$ cat config.mk
export PLATFORM = sky130hd
export DESIGN_NAME = core_data_memory_addressing
export DESIGN_NICKNAME = d
export VERILOG_FILES = /design/src/rtl/core_dm_pkg.sv /design/src/rtl/gpr_ram.sv /design/src/rtl/core_data_memory_addressing.sv
export VERILOG_INCLUDE_DIRS = /design/src /design/src/rtl
export SDC_FILE = /design/constraint.sdc
export NUM_CORES = 1
export LEC_CHECK = 0
export ABC_AREA = 1
export BUFFER_PORTS_ARGS = -buffer_cell sky130_fd_sc_hd__buf_2
export CAP_MARGIN = 40
export CORE_MARGIN = 10
export CORE_UTILIZATION = 50
export CTS_CLUSTER_SIZE = 28
export DETAILED_ROUTE_END_ITERATION = 7
export PLACE_DENSITY = 0.66
export SKIP_LAST_GASP = 1
export SYNTH_ARGS = -nofsm -noshare
export SYNTH_HDL_FRONTEND = slang
export SYNTH_SLANG_ARGS = --single-unit
export TNS_END_PERCENT = 100
$ cat constraint.sdc
create_clock -name core_clk -period 4 [get_ports core_clk]
set_input_delay 0.8 -clock core_clk [delete_from_list [all_inputs] [get_ports core_clk]]
set_output_delay 0.8 -clock core_clk [all_outputs]
set_load 0.01 [all_outputs]
$ cat src/rtl/core_dm_consts.svh
`ifndef CORE_DM_CONSTS_SVH
`define CORE_DM_CONSTS_SVH

// Banked-page locations decoded inside this block.
`define LOC_INDIRECT      7'h00
`define LOC_TIMER0        7'h01
`define LOC_PC_LOW        7'h02
`define LOC_STATUS        7'h03
`define LOC_POINTER       7'h04
`define LOC_PC_HIGH_BUF   7'h0A
`define LOC_GPR_BASE      7'h20
`define LOC_GPR_SHARED    7'h40

// General register storage: bank 0 holds 0x20-0x7F, bank 1 holds 0x20-0x3F.
`define GPR_DEPTH         128
`define GPR_INDEX_W       7
`define GPR_BANK1_OFFSET  7'h40

// Status register bit positions.
`define ST_CARRY          0
`define ST_HALF_CARRY     1
`define ST_ZERO           2
`define ST_POWER_DOWN     3
`define ST_TIMEOUT        4
`define ST_SPARE          5
`define ST_BANK_LO        6
`define ST_BANK_HI        7

// Reset values.
`define STATUS_RST        8'h18
`define POINTER_RST       8'h00
`define PC_RST            11'h000
`define PC_HIGH_BUF_RST   3'h0
`define TIMER0_RST        8'h00
`define BYTE_ZERO         8'h00

// Field widths and steps.
`define PC_W              11
`define PC_STEP           11'h001
`define TIMER0_STEP       8'h01
`define AUX_ADDR_W        5
`define NIBBLE_TOP        3

`endif

$ cat src/rtl/core_dm_pkg.sv
package core_dm_pkg;

   // Which register page an access targets; the page is set by the instruction kind.
   typedef enum logic [2:0]
   {
      PAGE_BANKED = 3'b001,
      PAGE_FIRST  = 3'b010,
      PAGE_SECOND = 3'b100
   } page_t;

   // How the program counter moves at the end of an instruction.
   typedef enum logic [5:0]
   {
      PC_NEXT       = 6'b000001,
      PC_SHORT_JUMP = 6'b000010,
      PC_SHORT_CALL = 6'b000100,
      PC_LONG_JUMP  = 6'b001000,
      PC_LONG_CALL  = 6'b010000,
      PC_RETURN     = 6'b100000
   } pc_op_t;

   // Flag-producing operation of the current instruction.
   typedef enum logic [3:0]
   {
      ALU_NONE  = 4'b0001,
      ALU_ADD   = 4'b0010,
      ALU_SUB   = 4'b0100,
      ALU_LOGIC = 4'b1000
   } alu_op_t;

   // Timer0 count source, chosen by the mode register and the configuration word.
   typedef enum logic [2:0]
   {
      T0_INSTR_CLK = 3'b001,
      T0_EXT_PIN   = 3'b010,
      T0_LOW_OSC   = 3'b100
   } t0_src_t;

   // Data access from the instruction decoder.
   typedef struct packed
   {
      logic       valid;
      logic       write;
      page_t      page;
      logic [6:0] addr;
      logic [7:0] wdata;
   } acc_req_t;

   // Access forwarded to registers that live outside this block.
   typedef struct packed
   {
      logic       valid;
      logic       write;
      page_t      page;
      logic [6:0] addr;
      logic [7:0] wdata;
   } ext_req_t;

   // Program counter control for the finishing instruction.
   typedef struct packed
   {
      logic        done;
      pc_op_t      op;
      logic [10:0] target;
      logic [10:0] ret_addr;
   } pc_req_t;

   // Flag update request from the arithmetic unit.
   typedef struct packed
   {
      alu_op_t    op;
      logic [7:0] a;
      logic [7:0] b;
      logic [7:0] result;
   } alu_req_t;

   // Return-stack push toward the stack.
   typedef struct packed
   {
      logic        valid;
      logic [10:0] addr;
   } push_t;

   // Whole state of the core register block.
   typedef struct packed
   {
      logic [10:0] pc;
      logic [2:0]  pc_high_buf;
      logic [7:0]  status;
      logic [7:0]  pointer;
      logic [7:0]  timer0;
      logic        ext_pin_prev;
      logic        low_osc_prev;
      logic [7:0]  rdata;
      logic        rvalid;
      push_t       push;
   } core_state_t;

endpackage

$ cat src/rtl/gpr_ram.sv
`timescale 1ns/1ps

module gpr_ram #(
   parameter int DEPTH  = 128,
   parameter int ADDR_W = 7,
   parameter int DATA_W = 8
)(
   // Clock.
   input  wire logic              core_clk,
   // Write port.
   input  wire logic              we,
   input  wire logic [ADDR_W-1:0] waddr,
   input  wire logic [DATA_W-1:0] wdata,
   // Combinational read port.
   input  wire logic [ADDR_W-1:0] raddr,
   output logic      [DATA_W-1:0] rdata
);

   logic [DATA_W-1:0] mem [DEPTH];

   // Plain SRAM: contents are undefined after power-up, so there is no reset.
   always_ff @(posedge core_clk)
   begin
      if (we)
      begin
         mem[waddr] <= wdata;
      end
   end

   // Asynchronous read keeps a register-to-register access inside one cycle.
   assign rdata = mem[raddr];

endmodule

$ cat src/rtl/core_data_memory_addressing.sv
`timescale 1ns/1ps
`include "core_dm_consts.svh"

module core_data_memory_addressing
   import core_dm_pkg::*;
(
   // Clock and reset.
   input  wire logic                  core_clk,
   input  wire logic                  nrst,
   // Data access from the decoder, answer one cycle later.
   input  wire core_dm_pkg::acc_req_t acc_req,
   output logic      [7:0]            acc_rdata,
   output logic                       acc_rvalid,
   // Registers held by the peripherals outside this block.
   output core_dm_pkg::ext_req_t      ext_req,
   input  wire logic [7:0]            ext_rdata,
   // Program counter control.
   input  wire core_dm_pkg::pc_req_t  pc_req,
   output logic      [10:0]           pc,
   output core_dm_pkg::push_t         stack_push,
   // Flag sources.
   input  wire core_dm_pkg::alu_req_t alu_req,
   input  wire logic                  clrwdt_exec,
   input  wire logic                  sleep_exec,
   input  wire logic                  wdt_timeout,
   // Timer0 sources.
   input  wire core_dm_pkg::t0_src_t  timer0_src,
   input  wire logic                  timer0_ext_clock_pin,
   input  wire logic                  low_osc_tick,
   // Status view for the rest of the core.
   output logic      [7:0]            core_status
);
   import core_dm_pkg::*;

   logic [1:0]               rst_sync_reg;
   logic                     rst_n;
   core_state_t              state_reg;
   core_state_t              state_next;
   logic [6:0]               loc;
   logic [1:0]               bank;
   logic                     loc_sfr;
   logic                     pointer_loop;
   logic [`GPR_INDEX_W-1:0]  gpr_index;
   logic                     gpr_we;
   logic [7:0]               gpr_rdata;
   logic                     bank_hit;
   logic                     hit_timer0;
   logic                     hit_pc_low;
   logic                     hit_status;
   logic                     hit_pointer;
   logic                     hit_high_buf;
   logic                     hit_gpr;
   logic                     to_ext;
   logic [8:0]               sum9;
   logic [4:0]               sum5;
   logic                     timer0_tick;
   logic [10:0]              pc_inc;

   // Reset is applied at once and released through two flops so every flop leaves
   // reset on the same edge.
   always_ff @(posedge core_clk or negedge nrst)
   begin
      if (!nrst)
      begin
         rst_sync_reg <= 2'b00;
      end
      else
      begin
         rst_sync_reg <= {rst_sync_reg[0], 1'b1};
      end
   end

   assign rst_n = rst_sync_reg[1];

   // Effective location: the pointer stands in for location 0x0.
   assign bank = state_reg.status[`ST_BANK_HI:`ST_BANK_LO];
   always_comb
   begin
      if (acc_req.addr == `LOC_INDIRECT)
      begin
         loc = state_reg.pointer[6:0];
      end
      else
      begin
         loc = acc_req.addr;
      end
   end

   // A pointer aimed at 0x0 would address itself; such accesses read zero and
   // write nothing rather than recursing. The auxiliary pages own a real 0x0.
   assign pointer_loop = (acc_req.page == PAGE_BANKED) && (acc_req.addr == `LOC_INDIRECT)
                         && (loc == `LOC_INDIRECT);
   assign loc_sfr      = loc < `LOC_GPR_BASE;

   // Special registers 0x00-0x1F exist once, so the bank is never looked at below
   // 0x20; this is what keeps 0x1B and 0x1F identical in all banks.
   always_comb
   begin
      if (loc >= `LOC_GPR_SHARED)
         gpr_index = loc - `LOC_GPR_BASE;
      else if (bank[0])
         gpr_index = loc + `GPR_BANK1_OFFSET;
      else
         gpr_index = loc - `LOC_GPR_BASE;
   end

   // Decode of banked-page accesses; auxiliary pages never reach the banked
   // decode, and banked accesses never reach the auxiliary pages.
   assign bank_hit     = acc_req.valid && (acc_req.page == PAGE_BANKED) && !pointer_loop;
   assign hit_timer0   = bank_hit && (loc == `LOC_TIMER0);
   assign hit_pc_low   = bank_hit && (loc == `LOC_PC_LOW);
   assign hit_status   = bank_hit && (loc == `LOC_STATUS);
   assign hit_pointer  = bank_hit && (loc == `LOC_POINTER);
   assign hit_high_buf = bank_hit && (loc == `LOC_PC_HIGH_BUF);
   assign hit_gpr      = bank_hit && !loc_sfr;
   assign gpr_we       = hit_gpr && acc_req.write;

   // Everything else goes out: banked special registers the block does not own
   // (0x1B and 0x1F among them, bank ignored) and both auxiliary pages.
   always_comb
   begin
      to_ext        = 1'b0;
      ext_req       = '0;
      ext_req.page  = acc_req.page;
      ext_req.write = acc_req.write;
      ext_req.wdata = acc_req.wdata;
      unique case (acc_req.page)
         PAGE_BANKED:
         begin
            to_ext       = bank_hit && loc_sfr && !hit_timer0 && !hit_pc_low && !hit_status
                           && !hit_pointer && !hit_high_buf && (loc != `LOC_INDIRECT);
            ext_req.addr = loc;
         end
         PAGE_FIRST:
         begin
            to_ext       = acc_req.valid;
            ext_req.addr = {2'b00, acc_req.addr[`AUX_ADDR_W-1:0]};
         end
         PAGE_SECOND:
         begin
            to_ext       = acc_req.valid;
            ext_req.addr = {2'b00, acc_req.addr[`AUX_ADDR_W-1:0]};
         end
         default:
         begin
            to_ext       = 1'b0;
            ext_req.addr = acc_req.addr;
         end
      endcase
      ext_req.valid = to_ext;
   end

   // General register storage for bank 0 and bank 1.
   gpr_ram #(
      .DEPTH  (`GPR_DEPTH),
      .ADDR_W (`GPR_INDEX_W),
      .DATA_W (8)
   ) u_gpr (
      .core_clk (core_clk),
      .we       (gpr_we),
      .waddr    (gpr_index),
      .wdata    (acc_req.wdata),
      .raddr    (gpr_index),
      .rdata    (gpr_rdata)
   );

   // Edge detect on the already-synchronous slow sources.
   always_comb
   begin
      unique case (timer0_src)
         T0_INSTR_CLK: timer0_tick = 1'b1;
         T0_EXT_PIN:   timer0_tick = timer0_ext_clock_pin && !state_reg.ext_pin_prev;
         T0_LOW_OSC:   timer0_tick = low_osc_tick && !state_reg.low_osc_prev;
         default:      timer0_tick = 1'b0;
      endcase
   end

   assign sum9   = {1'b0, alu_req.a} + {1'b0, alu_req.b};
   assign sum5   = {1'b0, alu_req.a[`NIBBLE_TOP:0]} + {1'b0, alu_req.b[`NIBBLE_TOP:0]};
   assign pc_inc = state_reg.pc + `PC_STEP;

   // Next-state logic for every register of the block.
   always_comb
   begin
      state_next              = state_reg;
      state_next.ext_pin_prev = timer0_ext_clock_pin;
      state_next.low_osc_prev = low_osc_tick;
      state_next.push         = '0;
      state_next.rvalid       = acc_req.valid && !acc_req.write;

      // Timer0: a software write wins over a count in the same cycle.
      if (hit_timer0 && acc_req.write)
         state_next.timer0 = acc_req.wdata;
      else if (timer0_tick)
         state_next.timer0 = state_reg.timer0 + `TIMER0_STEP;

      // Pointer and high buffer are plain storage.
      if (hit_pointer && acc_req.write)
         state_next.pointer = acc_req.wdata;
      if (hit_high_buf && acc_req.write)
         state_next.pc_high_buf = acc_req.wdata[2:0];

      // Status write from software first; flag hardware then overrides its bits.
      if (hit_status && acc_req.write)
         state_next.status = acc_req.wdata;
      unique case (alu_req.op)
         ALU_ADD:
         begin
            state_next.status[`ST_CARRY]      = sum9[8];
            state_next.status[`ST_HALF_CARRY] = sum5[4];
            state_next.status[`ST_ZERO]       = (sum9[7:0] == `BYTE_ZERO);
         end
         ALU_SUB:
         begin
            state_next.status[`ST_CARRY]      = alu_req.a >= alu_req.b;
            state_next.status[`ST_HALF_CARRY] = alu_req.a[`NIBBLE_TOP:0]
                                                >= alu_req.b[`NIBBLE_TOP:0];
            state_next.status[`ST_ZERO]       = (alu_req.a == alu_req.b);
         end
         ALU_LOGIC:
         begin
            state_next.status[`ST_ZERO] = (alu_req.result == `BYTE_ZERO);
         end
         default:
         begin
            state_next.status = state_next.status;
         end
      endcase

      // Reset-cause flags: a set from the watchdog clear or sleep wins over a
      // timeout landing in the same cycle, so the clear event is never lost.
      if (sleep_exec)
         state_next.status[`ST_POWER_DOWN] = 1'b0;
      if (clrwdt_exec)
         state_next.status[`ST_POWER_DOWN] = 1'b1;
      if (wdt_timeout)
         state_next.status[`ST_TIMEOUT] = 1'b0;
      if (clrwdt_exec || sleep_exec)
         state_next.status[`ST_TIMEOUT] = 1'b1;

      // Program counter: a direct load beats a low-byte write, which beats the step.
      if (pc_req.done)
      begin
         unique case (pc_req.op)
            PC_SHORT_JUMP:
            begin
               state_next.pc = {state_reg.pc_high_buf[2:1], pc_req.target[8:0]};
            end
            PC_SHORT_CALL:
            begin
               state_next.pc = {state_reg.pc_high_buf, pc_req.target[7:0]};
               state_next.push.valid = 1'b1;
               state_next.push.addr  = pc_inc;
            end
            PC_LONG_JUMP:
            begin
               state_next.pc = pc_req.target;
            end
            PC_LONG_CALL:
            begin
               state_next.pc = pc_req.target;
               state_next.push.valid = 1'b1;
               state_next.push.addr  = pc_inc;
            end
            PC_RETURN:
            begin
               state_next.pc = pc_req.ret_addr;
            end
            PC_NEXT:
            begin
               if (hit_pc_low && acc_req.write)
               begin
                  state_next.pc = {state_reg.pc_high_buf, acc_req.wdata};
               end
               else
               begin
                  state_next.pc = pc_inc;
               end
            end
            default:
            begin
               state_next.pc = pc_inc;
            end
         endcase
      end
      else if (hit_pc_low && acc_req.write)
      begin
         state_next.pc = {state_reg.pc_high_buf, acc_req.wdata};
      end

      // Read data mux, captured into a flop; bits 10:8 of the counter have no read path.
      if (!acc_req.valid || acc_req.write || pointer_loop)
         state_next.rdata = `BYTE_ZERO;
      else if (to_ext)
         state_next.rdata = ext_rdata;
      else if (hit_timer0)
         state_next.rdata = state_reg.timer0;
      else if (hit_pc_low)
         state_next.rdata = state_reg.pc[7:0];
      else if (hit_status)
         state_next.rdata = state_reg.status;
      else if (hit_pointer)
         state_next.rdata = state_reg.pointer;
      else if (hit_high_buf)
         state_next.rdata = {5'b00000, state_reg.pc_high_buf};
      else if (hit_gpr)
         state_next.rdata = gpr_rdata;
      else
         state_next.rdata = `BYTE_ZERO;
   end

   // State register; timeout and power-down flags come out of reset set.
   always_ff @(posedge core_clk or negedge rst_n)
   begin
      if (!rst_n)
      begin
         state_reg              <= '0;
         state_reg.pc           <= `PC_RST;
         state_reg.pc_high_buf  <= `PC_HIGH_BUF_RST;
         state_reg.status       <= `STATUS_RST;
         state_reg.pointer      <= `POINTER_RST;
         state_reg.timer0       <= `TIMER0_RST;
      end
      else
      begin
         state_reg <= state_next;
      end
   end

   // Outputs straight from the state flops.
   assign acc_rdata   = state_reg.rdata;
   assign acc_rvalid  = state_reg.rvalid;
   assign pc          = state_reg.pc;
   assign stack_push  = state_reg.push;
   assign core_status = state_reg.status;

endmodule

* Word-level counts from Yosys, hierarchy flattened
Memories as Yosys holds them, arrays and structs flattened. Index checks and enable logic that the tools add are counted.
Word-level totals: bits in registers 63, latch bits 0, bits in writable memories 1024, bits in read-only memories 0, bits of input ports 95, output and inout bits 60, word-level logic and storage cells 133, memories kept 1
Operators by class: add/sub/neg operators 6, multiply operators 0, div/mod/pow operators 0, order comparisons 4, equal/unequal tests 21, shifts and indexed selects 0, muxes and demuxes 31, bitwise logic cells 0, reductions and logical operators 54
Memories:
- u_gpr.mem | words 128, bits a word 8, read ports 1, clocked after Yosys merged registers in 0, wr ports 1, line gpr_ram.sv:19 | logic [DATA_W-1:0] mem [DEPTH];
Operators by type and width (count):
- 8-bit two-way mux | 10
- 11-bit one-hot mux with 5 select lines | 1
- 11-bit two-way mux | 3
- 1-bit logical AND | 26
- 12-bit two-way mux | 2
- 7-bit two-way mux | 3
- 8-bit logical NOT | 2
- 7-bit by 2-bit equality test with 1-bit output (second input constant) | 2
- 7-bit logical NOT | 2
- 7-bit one-hot mux with 2 select lines | 1
- 11-bit by 1-bit adder with 11-bit output (second input constant) | 1
- 1-bit logical NOT | 11
- 8-bit by 8-bit adder with 9-bit output | 1
- 3-bit nonzero test | 3
- 8-bit by 1-bit adder with 8-bit output (second input constant) | 1
- 8-bit equality test | 1
- 8-bit greater-or-equal comparator | 1
- 7-bit adder (second input constant) | 1
- 7-bit by 1-bit equality test with 1-bit output (second input constant) | 1
- 7-bit by 3-bit equality test with 1-bit output (second input constant) | 1
- 7-bit by 4-bit equality test with 1-bit output (second input constant) | 1
- 7-bit greater-or-equal comparator (second input constant) | 1
- 7-bit by 6-bit < comparator with 1-bit output (second input constant) | 1
- 7-bit nonzero test | 1
- other kinds (24) | 38

* Logic depth before layout (Yosys ltp)
Gate-level depths: netlist of the first run.
word-level depth 17, depth in mapped cells 25, mapped depth without buffers 24

* Modules after synthesis
Synthesis of the first run repeated with hierarchy kept, for this count alone.
Unflattened totals: cells, all modules 4332, area, all modules 47266.6 sq um
By module, submodules not included:
- gpr_ram | instances 1, cells each 3567, area an instance 41944.0 sq um, seq. area each 30749.5 sq um
- core_data_memory_addressing | instances 1, cells each 765, area an instance 5322.6 sq um, seq. area each 1579.0 sq um

* Worst setup path after synthesis of the first run
No wires, ideal clock.
kind input -> output, from in acc_req[8] in the netlist's numbering, to out ext_req[19] in the netlist's numbering, arrival 2.577 ns, data required time 3.200 ns, slack 0.623 ns, stages on the path 16, buffers on the path 2, path through inv_4 > nand3_2 > nor2_8 > a21oi_1 > nand3_2 > nor2_4 > nand2_1 > nand2_1 > inv_2 > nand2_4 > inv_2 > nand2_2 > nand4_2 > o22ai_4 > buf_6 > buf_4
On the way: longest elaborated chain between the ends 15, elaborated cells on any way between the ends 32, classes of those cells order compare: 1; eq/ne: 5; mux: 2; reduce/logical: 24
Ends and longest elaborated chain:
- from (decl) | line core_data_memory_addressing.sv:11 | input wire core_dm_pkg::acc_req_t acc_req,
- parallel branches: the longest is 13 deep, another holds 7-bit by 6-bit < comparator with 1-bit output
- 1-bit logical AND (*) | line core_data_memory_addressing.sv:130 | to_ext = bank_hit && loc_sfr && !hit_timer0 && !hit_pc_low && !hit_status
- 1-bit one-hot mux with 2 select lines (*) | line core_data_memory_addressing.sv:127 | unique case (acc_req.page)
- to (decl) | line core_data_memory_addressing.sv:15 | output core_dm_pkg::ext_req_t ext_req,
Mark *: on every way between the ends.

==> impl_metrics.tcl, run 1 <==
set metrics [dict create \
    drc 0 \
    synthArstFlopShare_pct 5.80 \
    drt_pass1_iterations 6 \
    setup_violations 0 \
    area_growth_pct 15.3 \
    clk_latency_ps 720 \
    syn_area_per_cell_um2 10.1 \
    pre_cts_slack_ps -35.4 \
    layout-drive-gt1-share_pct 12.7 \
    hpwl_um 84300 \
    syn_area_um2 47900 \
    clock_sinks 1087 \
    largest_register_ffs 1024 \
    reg2reg_depth 19 \
    ant_nets 0 \
    p_per_area_nw_per_um2 453 \
    synthCells 4732 \
    max_clock_freq_mhz 265 \
    grt_antenna_before_repair 2 \
    port-buffer-count 154 \
    skew_ps 25.7 \
    slew_violations 0 \
    track_usage_pct 23.8 \
    rsz0062_at_grt "no" \
    hold_violations 0 \
    postLayoutSetupSlackWorst_ps 222 \
    grt_pass1_vias 32900 \
    ys_ff_latch 1087 \
    crit_slowest_cell "a21oi_2" \
    numCtsBuffers 110 \
    wl_per_cell_um 20.7 \
    hold_start "timer0_ext_clock_pin" \
    cts_tree "built" \
    synth_flop_cell "edfxtp_1" \
    syn-num-nets 4847 \
    cp.required_ps 3200 \
    min_path_cells 1 \
    die_w_um 330 \
    die-area_um2 109000 \
    grt_max_degree 109 \
    drt-initial-drc-count 3949 \
    gpl.final_weighted_congestion 0.947 \
    core_um2 95000 \
    tightest_slew_ps 915 \
    slowest_delay_ps 310 \
    endpoint_kind "output pin" \
    cp_max_fo 7 \
    grt_pass1_wl_um 199000 \
    worstReg2RegEnd "acc_rdata[7]" \
    dr_total_vias 34500 \
    pin_count 155 \
    outcome "finished clean" \
    viasPerCell 5.42 \
    wl_um 132000 \
    cp-start-kind "primary input" \
    synth-edff-count 1024 \
    drv_cap 0 \
    hold_class "in2reg" \
    postCtsSetupRepairBufs 0 \
    yosys.cell_types.count 51 \
    dp.cells 6152 \
    fin_crit_ps 3780 \
    leakagePower_nw 22.5 \
    crit_family "simple AND/OR/NAND/NOR gates" \
    clk_pin_slew_ps 60 \
    stdcell_count 6361 \
    min_period_over_period_pct 94.5 \
    cpMostUsedCell "inv_2" \
    synth_common_cells "nand2_1 (1651), edfxtp_1 (1024), nor2_1 (614)" \
    grt-ovfl-total 0 \
    nets 5115 \
    ys_seq_area_share_pct 67.5 \
    synth_area_leaders "edfxtp_1 (64%), nand2_1 (13%), nor2_1 (4.8%), o21ai_0 (3.4%), dfrtp_1 (3.2%)" \
    rows 113 \
    ir_drop_v 0.000380 \
    path_class "in2out" \
    hold_end "state_reg[22]" \
    htreeDepth 3 \
    arrival_ps 2980 \
    chipHeight_um 330 \
    yosysWarnings 0 \
    root_buffer "clkbuf_16" \
    crit_buf_inv 6 \
    initial_core_util_pct 50.4 \
    crit_path_cell_trace "buf_2 > inv_2 > nand3_2 > nor2_8 > buf_4 > a21oi_2 > nand3_2 > nor2_4 > nand2_1 > nand2_1 > inv_2 > nand2_4 > inv_2 > nand2_2 > nand4_2 > o22ai_4 > buf_2" \
    maxSlewHeadroom_pct 38.8 \
    yosys.area.top_type "edfxtp_1" \
    timing.rr.start "state_reg[31]" \
    clockBufferDepth 3 \
    yosysMostFrequentCell "nand2_1" \
    r2r_setup_slack_ps 760 \
    synth_top_area_share_pct 64.2 \
]
layer usage:
metal / vias up / track usage, % / wire length (um)
li1: 16200 / - / -
met1: 16400 / 32.2 / 53600
met2: 1523 / 37.7 / 61500
met3: 302 / 4.69 / 11700
met4: 4 / 9.49 / 4880
met5: - / 0 / 23
power breakdown:
part	leakage (nW)	internal, mW	switching (mW)
Sequential	10.0	12.5	0.0879
Clock	1.81	6.19	4.39
Combinational	10.7	0.550	1.29
Total	22.5	19.2	5.77
worst max path at each step:
stage              endpoint  slack (ps)        start  cells past startpoint
2_1_floorplan   ext_req[19]         620   acc_req[8]                     16
3_3_place_gp   acc_rdata[7]         -30   acc_req[9]                     23
3_5_place_dp   acc_rdata[7]         -40   acc_req[9]                     23
4_1_cts         ext_req[19]          90  acc_req[10]                     17
5_1_grt         ext_req[19]         120  acc_req[10]                     17
6_report        ext_req[19]         220  acc_req[10]                     17
layout by cell type, fill, tap and decap left out, types with 14 or more instances in the layout:
| cell | n |
|---|---|
| nand2_1 | 1650 |
| edfxtp_1 | 1024 |
| nor2_1 | 610 |
| o21ai_0 | 329 |
| inv_1 | 281 |
| buf_4 | 243 |
| nand3_1 | 177 |
| buf_2 | 146 |
| clkbuf_16 | 111 |
| o21ai_1 | 99 |
| dfrtp_1 | 60 |
| a21oi_1 | 50 |
| buf_12 | 40 |
| clkinv_1 | 30 |
| clkinv_2 | 22 |
| ha_1 | 19 |
| nand4_1 | 17 |
| bufinv_16 | 17 |
| clkbuf_1 | 15 |
| xor2_1 | 14 |
cells by family (layout without fill, tap and decap cells):
group | count (synthesis) | count (layout) | synth area share [%]
AO/OA/AOI/OAI | 529 | 529 | 5.83
other | 1 | 2 | 0.00782
buffers and inverters | 572 | 935 | 5.30
XOR/XNOR | 17 | 17 | 0.311
adder cells (fa/ha/maj) | 20 | 20 | 0.538
flip-flops | 1087 | 1087 | 67.5
AND/OR/NAND/NOR | 2506 | 2506 | 20.6
metrics by stage:
stage / hold slack (ps) / cell area, um2 / total power [mW] / utilization, % / TNS, ps
2_1_floorplan: 331 / 47900 / 13.8 / - / 0
3_3_place_gp: 321 / 51500 / 14.6 / 54.2 / -28.1
3_5_place_dp: 324 / 51500 / 14.6 / 54.2 / -35.4
4_1_cts: 187 / 55200 / 25.1 / 58.1 / 0
5_1_grt: 206 / 55200 / 25.8 / 58.1 / 0
6_report: 228 / 55200 / 25.0 / 58.1 / 0
area by class of cell:
class,count,area (um2)
flip-flops and latches,1087,32300
multi-input cells,3073,13100
clock buffers,126,2830
repair buffers,430,3370
diodes,1,2.50
clock inverters,81,885
inverters,298,1130
well taps,1265,1580
fillers,8015,39800
repair_timing:
action                                 in CTS  in global routing
setup endpoints to repair                   0                  1
hold buffers                                1                  0
endpoints found under the hold margin       2                  0
resized for setup                           0                  1
Note: power is estimated with default switching activity, not from simulation.
==> run 2: changes to the inputs <==
--- a/config.mk
+++ b/config.mk
@@ -16,2 +16,3 @@
 export PLACE_DENSITY = 0.66
+export REMOVE_ABC_BUFFERS = 1
 export SKIP_LAST_GASP = 1
==> constraint.sdc (replaced) <==
create_clock -name core_clk -period 4 [get_ports core_clk]
set_input_delay 1.2 -clock core_clk [delete_from_list [all_inputs] [get_ports core_clk]]
set_output_delay 1.2 -clock core_clk [all_outputs]
set_load 0.01 [all_outputs]
==> run 2 against run 1 <==
The run now ends with setup timing left. Register-to-register slack worse by 290 ps. Via count is 2.0% higher. Sequential power hardly changed. Power is 1.1% lower. Count of clock-buffer cells in the layout is 8 higher.
==> impl_metrics.tcl, run 2 (same netlist as run 1, synthesis figures left out) <==
set metrics [dict create \
    grt_max_degree 90 \
    dr_total_vias 35200 \
    tightest_slew_ps 960 \
    antennaDiodeCount 0 \
    violations "setup timing" \
    whs_ps 95.8 \
    p_clk_share_pct 41.3 \
    combPwrFrac_pct 7.9 \
    stdcell_count 6511 \
    rsz0062_at_grt "yes" \
    p_per_area_nw_per_um2 437 \
    slew_violations 0 \
    layout-drive-gt1-share_pct 15.4 \
    dp.cells 6273 \
    nets 5268 \
    hold_class "reg2async" \
    endpoint_kind "output pin" \
    clockBufferDepth 3 \
    wl_per_cell_um 20.7 \
    arrival_ps 2890 \
    sequentialPowerShare_pct 50.9 \
    drc 0 \
    drt-initial-drc-count 3809 \
    p_sw_mw 5.77 \
    rows 113 \
    reg2reg_depth 24 \
    clk_pin_slew_ps 60 \
    fin_util_pct 59.6 \
    leakagePower_nw 23.4 \
    cts_tree "built" \
    postLayoutSetupSlackWorst_ps -85.3 \
    cp.required_ps 2800 \
    placed_area_um2 52500 \
    cp-start-kind "primary input" \
    area_growth_pct 18.1 \
    viasPerCell 5.40 \
    port-buffer-count 154 \
    grt-ovfl-total 0 \
    multi_input_area_um2 13300 \
    clock_sinks 1087 \
    hold_buffers 0 \
    max_clock_freq_mhz 245 \
    power.internal_mw 19.0 \
    crit_slowest_cell "o22ai_4" \
    numCtsBuffers 110 \
    drv_cap 0 \
    slowest_delay_ps 180 \
    outcome "complete, but fails checks" \
    min_period_over_period_pct 102 \
    skew_ps 22.7 \
    cp_max_fo 7 \
    maxSlewHeadroom_pct 36.0 \
    path_class "in2out" \
    hpwl_um 85800 \
    grt_antenna_before_repair 3 \
    die_w_um 330 \
    initial_core_util_pct 50.4 \
    hold_violations 0 \
    track_usage_pct 24.4 \
    n_fill_cell 7854 \
    chipHeight_um 330 \
    die-area_um2 109000 \
    grt_pass1_vias 34200 \
    ir_drop_v 0.000389 \
    swShare_pct 23.3 \
    layout.area.seq_um2 32300 \
    gpl.final_weighted_congestion 0.935 \
    core_um2 95000 \
    fin_crit_ps 4090 \
    ant_nets 0 \
    final_common_cell "nand2_1" \
    root_buffer "clkbuf_16" \
    wl_um 135000 \
    grt_pass1_wl_um 203000 \
    setup_violations 1 \
    layout_common_cells "nand2_1 (1641), edfxtp_1 (1024), nor2_1 (605), buf_4 (385), o21ai_0 (327)" \
    drt_pass1_iterations 5 \
    crit_path_cell_trace "buf_12 > nor2_4 > nand3_4 > nor2_8 > buf_6 > a21oi_4 > nand3_2 > nor2_4 > nand2_2 > nand2_2 > inv_4 > nand2_4 > inv_4 > nand2_4 > nand4_4 > o22ai_4 > buf_6" \
    htreeDepth 3 \
    fin_area_um2 56600 \
    pin_count 155 \
    clk_latency_ps 700 \
    largest_register_ffs 1024 \
]
==> run 2: path summary, 6_finish.rpt <==
check | from | end | slack (ps)
worst max-delay path | acc_req[9] | ext_req[19] | -90
worst min-delay path | rst_sync_reg[1] | stack_push[0] | 100
worst max register to register | state_reg[31] | u_gpr.mem[56][3] | 470
worst min register to register | rst_sync_reg[1] | stack_push[0] | 100
max in group asynchronous | rst_sync_reg[1] | core_status[4] | 3020
min in group core_clk | rst_sync_reg[0] | rst_sync_reg[1] | 360
==> run 2: per-stage QoR <==
stage	power, mW	setup slack (ps)	TNS [ps]
6_report	24.7	-85.3	-85.3
5_1_grt	25.5	-141	-144
4_1_cts	24.8	-58.7	-75.5
3_5_place_dp	14.7	-225	-1180
3_3_place_gp	14.7	-230	-1120
2_1_floorplan	13.8	-7710	-8074330
==> run 2: area by class of cell <==
class                   instances  share of cell area [%]
flip-flops and latches       1087                    57.1
multi-input cells            3073                    23.4
repair buffers                583                    8.29
clock buffers                 134                    5.09
well taps                    1265                    2.80
inverters                     298                    2.03
clock inverters                71                    1.22
==> run 2: power by group through the flow <==
stage          combinational, mW  clock [mW]  sequential [mW]
2_1_floorplan              0.978           0             12.8
3_3_place_gp                1.84           0             12.8
3_5_place_dp                1.88           0             12.8
4_1_cts                     1.92        10.3             12.6
5_1_grt                     2.13        10.8             12.6
6_report                    1.95        10.2             12.6
==> run 2: critical path, delay by kind of cell <==
family / cells / cell delay [ps]
simple gates: 10 / 860
buf+inv: 5 / 480
compound gates: 2 / 330
==> run 2: timing repair <==
action                                  in CTS  in global routing
pin swaps                                   11                 14
endpoints found under the setup margin       2                132
cloned                                       0                  1
buffers inserted                            25                  8
resized for setup                           39                 36
==> run 2: layer usage <==
metal	global-route usage [%]	part of all wire [%]	up-vias
li1	-	-	16500
met1	32.5	40	16800
met2	39.4	47	1523
met3	4.48	8.7	316
met4	9.48	4.3	2
met5	0	0.0097	-
